<file path="config.mk">
export PLATFORM = sky130hd
export DESIGN_NAME = pio_pattern_config
export DESIGN_NICKNAME = d
export VERILOG_FILES = /design/src/rtl/pio_cfg_pkg.sv /design/src/rtl/pio_zone_window.sv /design/src/rtl/pio_pattern_config.sv
export SDC_FILE = /design/constraint.sdc
export NUM_CORES = 1
export LEC_CHECK = 0
export BUFFER_PORTS_ARGS = -buffer_cell sky130_fd_sc_hd__clkbuf_2
export CAP_MARGIN = 20
export CELL_PAD_IN_SITES_DETAIL_PLACEMENT = 1
export CELL_PAD_IN_SITES_GLOBAL_PLACEMENT = 2
export CORE_ASPECT_RATIO = 1.25
export CORE_UTILIZATION = 33
export DETAILED_ROUTE_END_ITERATION = 8
export PLACE_DENSITY_LB_ADDON = 0.08
export SLEW_MARGIN = 20
export SYNTH_ARGS = -nofsm -noshare
export SYNTH_HDL_FRONTEND = slang
export SYNTH_SLANG_ARGS = --single-unit
</file>
<file path="constraint.sdc">
create_clock -name I_CORE_CLK -period 5.7 [get_ports I_CORE_CLK]
set_input_delay 1.71 -clock I_CORE_CLK [delete_from_list [all_inputs] [get_ports I_CORE_CLK]]
set_output_delay 1.71 -clock I_CORE_CLK [all_outputs]
set_load 0.01 [all_outputs]
</file>
<file path="src/rtl/pio_cfg_pkg.sv">
// Constants and types for the parallel I/O pattern configuration block.
// Assumes the configuration values arrive from a nonvolatile store.
package pio_cfg_pkg;
	localparam int PATTERN_W = 3;
	localparam logic [2:0] PATTERN_RESET = 3'h0;
	localparam logic [2:0] PATTERN_MAX = 3'h5;
	localparam logic SERVO_DIS_RESET = 1'b1;
	localparam logic PAUSE_DIS_RESET = 1'b0;
	localparam int PIO_IN_W = 16;
	localparam int PIO_OUT_W = 16;
	localparam int POS_W = 16;
	localparam int POINT_W = 6;
	localparam int COUNT_W = 7;
	localparam int DIRECT_TARGETS = 4;
	localparam logic [6:0] POINTS_STD = 7'h10;
	localparam logic [6:0] POINTS_WIDE = 7'h40;
	localparam logic [6:0] POINTS_AIR = 7'h04;
	localparam logic [15:0] PIO_OUT_RESET = 16'h0000;
	typedef enum logic [2:0] {
		PAT_LEGACY,
		PAT_STANDARD,
		PAT_WIDE,
		PAT_TWO_ZONE,
		PAT_TEACH,
		PAT_AIR_CYL
	} pattern_e;
endpackage

</file>
<file path="src/rtl/pio_zone_window.sv">
// Registered window comparator for the second zone output.
// Assumes the boundaries are stable configuration values.
`timescale 1ns/1ns
module pio_zone_window
	import pio_cfg_pkg::*;
(
	input wire logic i_clk,
	input wire logic i_rst_n,
	input wire logic [POS_W-1:0] i_position,
	input wire logic [POS_W-1:0] i_lo,
	input wire logic [POS_W-1:0] i_hi,
	output logic o_in_zone
);
	always_ff @(posedge i_clk or negedge i_rst_n)
	begin
		if (!i_rst_n)
		begin
			o_in_zone <= 1'b0;
		end
		else
		begin
			o_in_zone <= (i_position >= i_lo) && (i_position <= i_hi);
		end
	end
endmodule // pio_zone_window

</file>
<file path="src/rtl/pio_pattern_config.sv">
// Parallel I/O pattern decoder between the PLC pins and the motion core.
// Assumes configuration inputs are static and on the core clock domain.
`timescale 1ns/1ns
// Functional notes
// - Six signal sets chosen by selection zero to five; default zero.
// - Selection zero keeps the earlier generation's pin arrangement.
// - Selection one: sixteen points, home, servo-on, reset, moving, ready.
// - Selection two gives sixty-four points; no servo-on, ready or zone.
// - Selection three drives two zones, no moving; zone two from boundaries.
// - Selection four adds teaching mode switched by an input, with completion.
// - Selection five gives four direct commands with own complete outputs.
// - Servo-on input honoured when disable is zero, ignored when one.
// - Selections zero and two never energise servo unless disable is one.
// - Pause input is active low; must be held high for any motion.
// - Pause disable zero uses the input; one makes it unnecessary.
// - Position table and parameters come from nonvolatile storage.
module pio_pattern_config
	import pio_cfg_pkg::*;
(
	input wire logic I_CORE_CLK,
	input wire logic I_RESETN,
	input wire logic [pio_cfg_pkg::PATTERN_W-1:0] I_PATTERN_SEL,
	input wire logic I_SERVO_ON_DIS,
	input wire logic I_PAUSE_DIS,
	input wire logic [pio_cfg_pkg::POS_W-1:0] I_ZONE2_LO,
	input wire logic [pio_cfg_pkg::POS_W-1:0] I_ZONE2_HI,
	input wire logic [pio_cfg_pkg::PIO_IN_W-1:0] I_PIO_IN,
	input wire logic [pio_cfg_pkg::POS_W-1:0] I_POSITION,
	input wire logic I_MOVING,
	input wire logic I_READY,
	input wire logic I_ZONE1,
	input wire logic I_POS_DONE,
	input wire logic [pio_cfg_pkg::POINT_W-1:0] I_DONE_POINT,
	output logic [pio_cfg_pkg::PIO_OUT_W-1:0] O_PIO_OUT,
	output logic O_SERVO_EN,
	output logic O_MOTION_PERMIT,
	output logic O_START,
	output logic [pio_cfg_pkg::POINT_W-1:0] O_POS_SEL,
	output logic O_HOME,
	output logic O_ALARM_RESET,
	output logic O_TEACH_MODE,
	output logic O_JOG_FWD,
	output logic O_JOG_REV,
	output logic O_TEACH_WRITE,
	output logic [pio_cfg_pkg::COUNT_W-1:0] O_POINT_COUNT
);
	import pio_cfg_pkg::*;

	logic [1:0] rst_sync_q;
	logic rst_n;
	logic [PIO_IN_W-1:0] in_meta_q;
	logic [PIO_IN_W-1:0] in_sync_q;
	pattern_e pattern_q;
	logic servo_dis_q;
	logic pause_dis_q;
	logic cfg_loaded_q;
	logic [POINT_W-1:0] sel_lvl;
	logic start_lvl, home_lvl, son_lvl, has_son, clr_lvl, pause_n_lvl;
	logic mode_lvl, jogf_lvl, jogr_lvl, wr_lvl;
	logic [DIRECT_TARGETS-1:0] direct_lvl;
	logic start_q, home_q, clr_q, wr_q;
	logic [DIRECT_TARGETS-1:0] direct_q;
	logic permit;
	logic teach_mode_q;
	logic zone2;
	logic [DIRECT_TARGETS-1:0] target_done;
	logic [PIO_OUT_W-1:0] out_d;
	logic [POINT_W-1:0] direct_sel;
	logic direct_hit;

	always_ff @(posedge I_CORE_CLK or negedge I_RESETN)
	begin
		if (!I_RESETN)
			rst_sync_q <= 2'b00;
		else
			rst_sync_q <= {rst_sync_q[0], 1'b1};
	end
	assign rst_n = rst_sync_q[1];

	// Pins come from the PLC, asynchronous to the core clock.
	always_ff @(posedge I_CORE_CLK or negedge rst_n)
	begin
		if (!rst_n)
		begin
			in_meta_q <= '0;
			in_sync_q <= '0;
		end
		else
		begin
			in_meta_q <= I_PIO_IN;
			in_sync_q <= in_meta_q;
		end
	end

	// Configuration is caught once after reset release, so a new selection
	// written to storage mid-run cannot remap the pins under a moving axis.
	always_ff @(posedge I_CORE_CLK or negedge rst_n)
	begin
		if (!rst_n)
		begin
			pattern_q <= pattern_e'(PATTERN_RESET);
			servo_dis_q <= SERVO_DIS_RESET;
			pause_dis_q <= PAUSE_DIS_RESET;
			cfg_loaded_q <= 1'b0;
		end
		else if (!cfg_loaded_q)
		begin
			// Values are read from the nonvolatile parameter store.
			if (I_PATTERN_SEL > PATTERN_MAX)
				pattern_q <= pattern_e'(PATTERN_RESET);
			else
				pattern_q <= pattern_e'(I_PATTERN_SEL);
			servo_dis_q <= I_SERVO_ON_DIS;
			pause_dis_q <= I_PAUSE_DIS;
			cfg_loaded_q <= 1'b1;
		end
	end

	// Input pin decode; a function without a pin stays at zero.
	always_comb
	begin
		sel_lvl = '0;
		start_lvl = 1'b0;
		home_lvl = 1'b0;
		son_lvl = 1'b0;
		has_son = 1'b0;
		clr_lvl = 1'b0;
		pause_n_lvl = 1'b0;
		mode_lvl = 1'b0;
		jogf_lvl = 1'b0;
		jogr_lvl = 1'b0;
		wr_lvl = 1'b0;
		direct_lvl = '0;
		unique case (pattern_q)
			PAT_LEGACY:
			begin
				sel_lvl = {2'b00, in_sync_q[3:0]};
				start_lvl = in_sync_q[4];
				pause_n_lvl = in_sync_q[5];
			end
			PAT_STANDARD, PAT_TWO_ZONE, PAT_TEACH:
			begin
				sel_lvl = {2'b00, in_sync_q[3:0]};
				start_lvl = in_sync_q[4];
				home_lvl = in_sync_q[5];
				son_lvl = in_sync_q[6];
				has_son = 1'b1;
				clr_lvl = in_sync_q[7];
				pause_n_lvl = in_sync_q[8];
				if (pattern_q == PAT_TEACH)
				begin
					mode_lvl = in_sync_q[9];
					jogf_lvl = in_sync_q[10];
					jogr_lvl = in_sync_q[11];
					wr_lvl = in_sync_q[12];
				end
			end
			PAT_WIDE:
			begin
				sel_lvl = in_sync_q[5:0];
				start_lvl = in_sync_q[6];
				home_lvl = in_sync_q[7];
				clr_lvl = in_sync_q[8];
				pause_n_lvl = in_sync_q[9];
			end
			PAT_AIR_CYL:
			begin
				direct_lvl = in_sync_q[3:0];
				home_lvl = in_sync_q[4];
				son_lvl = in_sync_q[5];
				has_son = 1'b1;
				clr_lvl = in_sync_q[6];
				pause_n_lvl = in_sync_q[7];
			end
		endcase
	end

	assign permit = pause_dis_q | pause_n_lvl;

	// Lowest-numbered rising direct command wins if two rise together.
	always_comb
	begin
		direct_sel = '0;
		direct_hit = 1'b0;
		for (int k = DIRECT_TARGETS - 1; k >= 0; k--)
		begin
			if (direct_lvl[k] && !direct_q[k])
			begin
				direct_sel = POINT_W'(k);
				direct_hit = 1'b1;
			end
		end
	end

	always_ff @(posedge I_CORE_CLK or negedge rst_n)
	begin
		if (!rst_n)
		begin
			start_q <= 1'b0;
			home_q <= 1'b0;
			clr_q <= 1'b0;
			wr_q <= 1'b0;
			direct_q <= '0;
		end
		else
		begin
			start_q <= start_lvl;
			home_q <= home_lvl;
			clr_q <= clr_lvl;
			wr_q <= wr_lvl;
			direct_q <= direct_lvl;
		end
	end

	// Mode changes are held off while moving so a jog never cuts a move.
	always_ff @(posedge I_CORE_CLK or negedge rst_n)
	begin
		if (!rst_n)
			teach_mode_q <= 1'b0;
		else if (pattern_q != PAT_TEACH)
			teach_mode_q <= 1'b0;
		else if (!I_MOVING)
			teach_mode_q <= mode_lvl;
	end

	always_ff @(posedge I_CORE_CLK or negedge rst_n)
	begin
		if (!rst_n)
		begin
			O_SERVO_EN <= 1'b0;
			O_MOTION_PERMIT <= 1'b0;
			O_START <= 1'b0;
			O_POS_SEL <= '0;
			O_HOME <= 1'b0;
			O_ALARM_RESET <= 1'b0;
			O_TEACH_MODE <= 1'b0;
			O_JOG_FWD <= 1'b0;
			O_JOG_REV <= 1'b0;
			O_TEACH_WRITE <= 1'b0;
		end
		else
		begin
			// Patterns without the pin can only turn on via the disable.
			O_SERVO_EN <= servo_dis_q | (has_son & son_lvl);
			O_MOTION_PERMIT <= permit;
			O_START <= 1'b0;
			if (pattern_q == PAT_AIR_CYL)
			begin
				if (direct_hit && permit)
				begin
					O_START <= 1'b1;
					O_POS_SEL <= direct_sel;
				end
			end
			else if (start_lvl && !start_q && permit && !teach_mode_q)
			begin
				O_START <= 1'b1;
				O_POS_SEL <= sel_lvl;
			end
			O_HOME <= home_lvl & ~home_q & permit;
			O_ALARM_RESET <= clr_lvl & ~clr_q;
			O_TEACH_MODE <= teach_mode_q;
			O_JOG_FWD <= teach_mode_q & jogf_lvl & permit;
			O_JOG_REV <= teach_mode_q & jogr_lvl & permit;
			O_TEACH_WRITE <= teach_mode_q & wr_lvl & ~wr_q;
		end
	end

	pio_zone_window u_zone2
	(
		.i_clk(I_CORE_CLK),
		.i_rst_n(rst_n),
		.i_position(I_POSITION),
		.i_lo(I_ZONE2_LO),
		.i_hi(I_ZONE2_HI),
		.o_in_zone(zone2)
	);

	genvar g;
	generate
		for (g = 0; g < DIRECT_TARGETS; g++)
		begin : g_target
			assign target_done[g] = I_POS_DONE &&
				(I_DONE_POINT == POINT_W'(g));
		end
	endgenerate

	always_comb
	begin
		out_d = '0;
		unique case (pattern_q)
			PAT_LEGACY:
			begin
				out_d[3:0] = I_DONE_POINT[3:0];
				out_d[4] = I_POS_DONE;
				out_d[5] = I_ZONE1;
			end
			PAT_STANDARD, PAT_TWO_ZONE, PAT_TEACH:
			begin
				out_d[3:0] = I_DONE_POINT[3:0];
				out_d[4] = I_POS_DONE;
				out_d[7] = I_READY;
				if (pattern_q == PAT_STANDARD)
				begin
					out_d[5] = I_ZONE1;
					out_d[6] = I_MOVING;
				end
				else if (pattern_q == PAT_TWO_ZONE)
				begin
					out_d[5] = I_ZONE1;
					out_d[6] = zone2;
				end
				else
				begin
					out_d[6] = I_MOVING;
					out_d[8] = teach_mode_q;
				end
			end
			PAT_WIDE:
			begin
				out_d[5:0] = I_DONE_POINT;
				out_d[6] = I_POS_DONE;
				out_d[7] = I_MOVING;
			end
			PAT_AIR_CYL:
			begin
				out_d[3:0] = target_done;
				out_d[4] = I_MOVING;
				out_d[5] = I_READY;
			end
		endcase
	end

	always_ff @(posedge I_CORE_CLK or negedge rst_n)
	begin
		if (!rst_n)
		begin
			O_PIO_OUT <= PIO_OUT_RESET;
			O_POINT_COUNT <= '0;
		end
		else
		begin
			O_PIO_OUT <= out_d;
			unique case (pattern_q)
				PAT_WIDE: O_POINT_COUNT <= POINTS_WIDE;
				PAT_AIR_CYL: O_POINT_COUNT <= POINTS_AIR;
				default: O_POINT_COUNT <= POINTS_STD;
			endcase
		end
	end
endmodule // pio_pattern_config

</file>
==> flow_summary.ini <==
[logic_synthesis]
synth-simple-area-share_pct = 12.7
syn-cell-area_um2 = 3490
synth-seq-area-share_pct = 51.0
ys.warnings.count = 0
synthArstFlopShare_pct = 100
synth_compound_area_share_pct = 13.1
synth_edf_count = 0
synth_top_family_by_area = compound AO/OA/AOI/OAI gates
yosys.area_share.adder_pct = 11.5
syn_area_per_cell_um2 = 10.8
netlist-cell-type-count = 56
synth_cells = 322
synth_xor_area_share_pct = 0
ys_ff_latch = 71
synth_ff_type = dfrtp_1
synthMuxAreaShare_pct = 2.98

[global_routing]
grt_usage_pct = 15.4
grtUsageMet2_pct = 29.5
top_usage_layer = met2
grt_pass1_vias = 2768
grt-ovfl-total = 0
gr-usage-met1_pct = 16.0
grt_use_met3_pct = 3.36
grt_pass1_wl_um = 12800
grt_max_degree = 70
grt_antenna_before_repair = 0

[sta]
relSlewSlack_pct = 42.9
grt_setup_unrepaired = no
fin_ws_ps = 2880
tns_ps = 0
skew_ps = 4.57
final.min_clock_period_ps = 2820
slew_viol_final = 0
setup_viol = 0
clock.fmax_mhz = 355
hold_viol_final = 0
timing.final.crit_share_pct = 49.5
fin_hold_ws_ps = 348
max_slew.worst_pin.slew_ps = 857

[clocking]
cts_tree = done
cts_resized = 0
cts_buffers = 9
root_buffer = clkbuf_16
cts_setup_buffers = 0
clock_latency_ps = 320
cts.path.max_buffers = 2
clkTransAtPathRegs_ps = 60
htreeDepth = 3
cts.sinks = 71
cts_hold_buf = 0

[finish]
diodes = 0
layout_common_cells = clkbuf_2, dfrtp_1, inv_1, ha_1
mostFrequentLayoutCell = clkbuf_2
nets = 544
n_fill_cell = 1221
fin_util_pct = 42.7
layoutNonFillerInstCount = 565
synthToLayoutAreaGrowth_pct = 24.9
drive_above_1_share_pct = 31.9

[setup_path]
cpPeakStageDelay_ps = 350
critPathMaxFanout = 3
cp_top_family = compound AO/OA/AOI/OAI gates
path_class = in2reg
cp_num_buf_inv = 2
crit_path_end_kind = flop
arrival_ps = 3030
crit_start = I_ZONE2_LO[10]
critPathRequiredTime_ps = 5910
cpMaxStageDelayCell = o41ai_1
crit_chain = clkbuf_2, inv_1, ha_1, a21oi_1, a21boi_0, o41ai_1, o211ai_1, o221a_2
worstSetupStartpointType = input port
timing.rr.start = pattern_q[2]$_DFFE_PN0N_

[routing]
via_per_inst = 4.78
antenna_left = 0
wl_um = 7910
via_count = 2701
drtIter0Drc = 90
wl_per_cell_um = 14.0
first_pass_iters = 4
route.detailed.drc = 0

[flow_run]
cap_violations = 0

[hold_path]
hold_start = in_meta_q[6]$_DFF_PN0_
hold_path.class = reg2reg

[pwr]
power_density_nw_per_um2 = 298
irDropWorstVdd_v = 0.000133
leakagePower_nw = 2.32

[placed_design]
io_buffer_count = 104
pre_cts_ws_ps = 2500
hpwl_um = 6350
routabilityCongestion = 0.706
dpl.cell_count = 549

[floorplan]
dieArea_um2 = 11000
core.rowCount = 41
die_h_um = 117
core-area_um2 = 10200
start_util_pct = 34.2
fp.dieW_um = 93.9
io-pin-count = 119

[run_status]
outcome = finished, final reports clean
cell usage after synthesis (2+ instances only):
cell	instances	area share (%)
a211o_1	2	0.50
a211oi_1	2	0.43
a21o_1	2	0.43
a21oi_1	20	2.9
a221oi_1	2	0.50
a22oi_1	6	1.3
and2_1	3	0.54
and2b_2	2	0.50
and3_1	4	0.72
and3b_1	3	0.75
buf_4	11	2.4
clkbuf_1	3	0.32
clkbuf_8	2	0.79
conb_1	2	0.22
dfrtp_1	70	50
ha_1	32	11
inv_1	39	4.2
mux2_2	3	0.97
mux2_4	2	0.86
mux2i_1	4	1.1
nand2_1	20	2.2
nand2b_1	5	0.90
nand3_1	5	0.72
nand3b_1	2	0.43
nand4_1	5	0.90
nor2_1	14	1.5
nor2b_1	9	1.6
nor3_1	4	0.57
nor4_1	2	0.36
o211ai_1	3	0.65
o21ai_0	12	1.7
o22ai_1	2	0.36
o2bb2ai_1	2	0.50
per-layer routing:
layer  wire length, um  vias up
met3               378       10
met4               151        0
met5                 0        -
met2              4330       74
met1              3050     1318
li1                  -     1299
layout make-up:
cell class                 count  area, um^2  area share, %
inverter                      41         161           3.71
clock inverter                 7        48.8           1.12
multi-input combinational    203        1450           33.3
timing repair buffer         105         528           12.1
tap                          129         161           3.71
sequential                    71        1780           40.9
clock buffer                   9         225           5.17
metrics by stage:
step	total power, W	area, um^2
6_report	0.00130	4360
5_1_grt	0.00137	4360
4_1_cts	0.00132	4360
3_5_place_dp	0.000813	4080
3_3_place_gp	0.000804	4080
2_1_floorplan	0.000724	3530
path summary, 6_finish.rpt:
path / end / slack, ps / cells after the start
worst max-delay path: u_zone2.o_in_zone$_DFF_PN0_ / 2880 / 8
worst min-delay path: in_sync_q[6]$_DFF_PN0_ / 350 / 0
worst max register to register: O_POS_SEL[1]$_DFFE_PN0P_ / 3020 / 7
worst min register to register: in_sync_q[6]$_DFF_PN0_ / 350 / 0
max in group asynchronous: rst_sync_q[1]$_DFF_PN0_ / 4440 / 1
min in group asynchronous: O_PIO_OUT[2]$_DFF_PN0_ / 430 / 1
cells by family after synthesis:
group / Yosys count
buffers and inverters: 59
adders and majority gates: 32
AOI/OAI and AO/OA: 67
and+or+nand+nor: 82
DFF: 71
muxes: 9
other: 2
sequential cells by signal (all words and copies together), names as in the netlist, 2 cells and up:
name and flops:
in_meta_q 13, O_POINT_COUNT 3, in_sync_q 13, rst_sync_q 2, O_PIO_OUT 9, direct_q 4, pattern_q 3, O_POS_SEL 6
report_power, final:
part           leakage (nW)  switching, W  internal, W  total [W]
sequential            0.872     0.0000302     0.000551   0.000581
clock                 0.124      0.000208     0.000294   0.000501
combinational          1.32      0.000115     0.000101   0.000216
total                  2.32      0.000353     0.000946    0.00130
(Power assumes the default switching activity.)
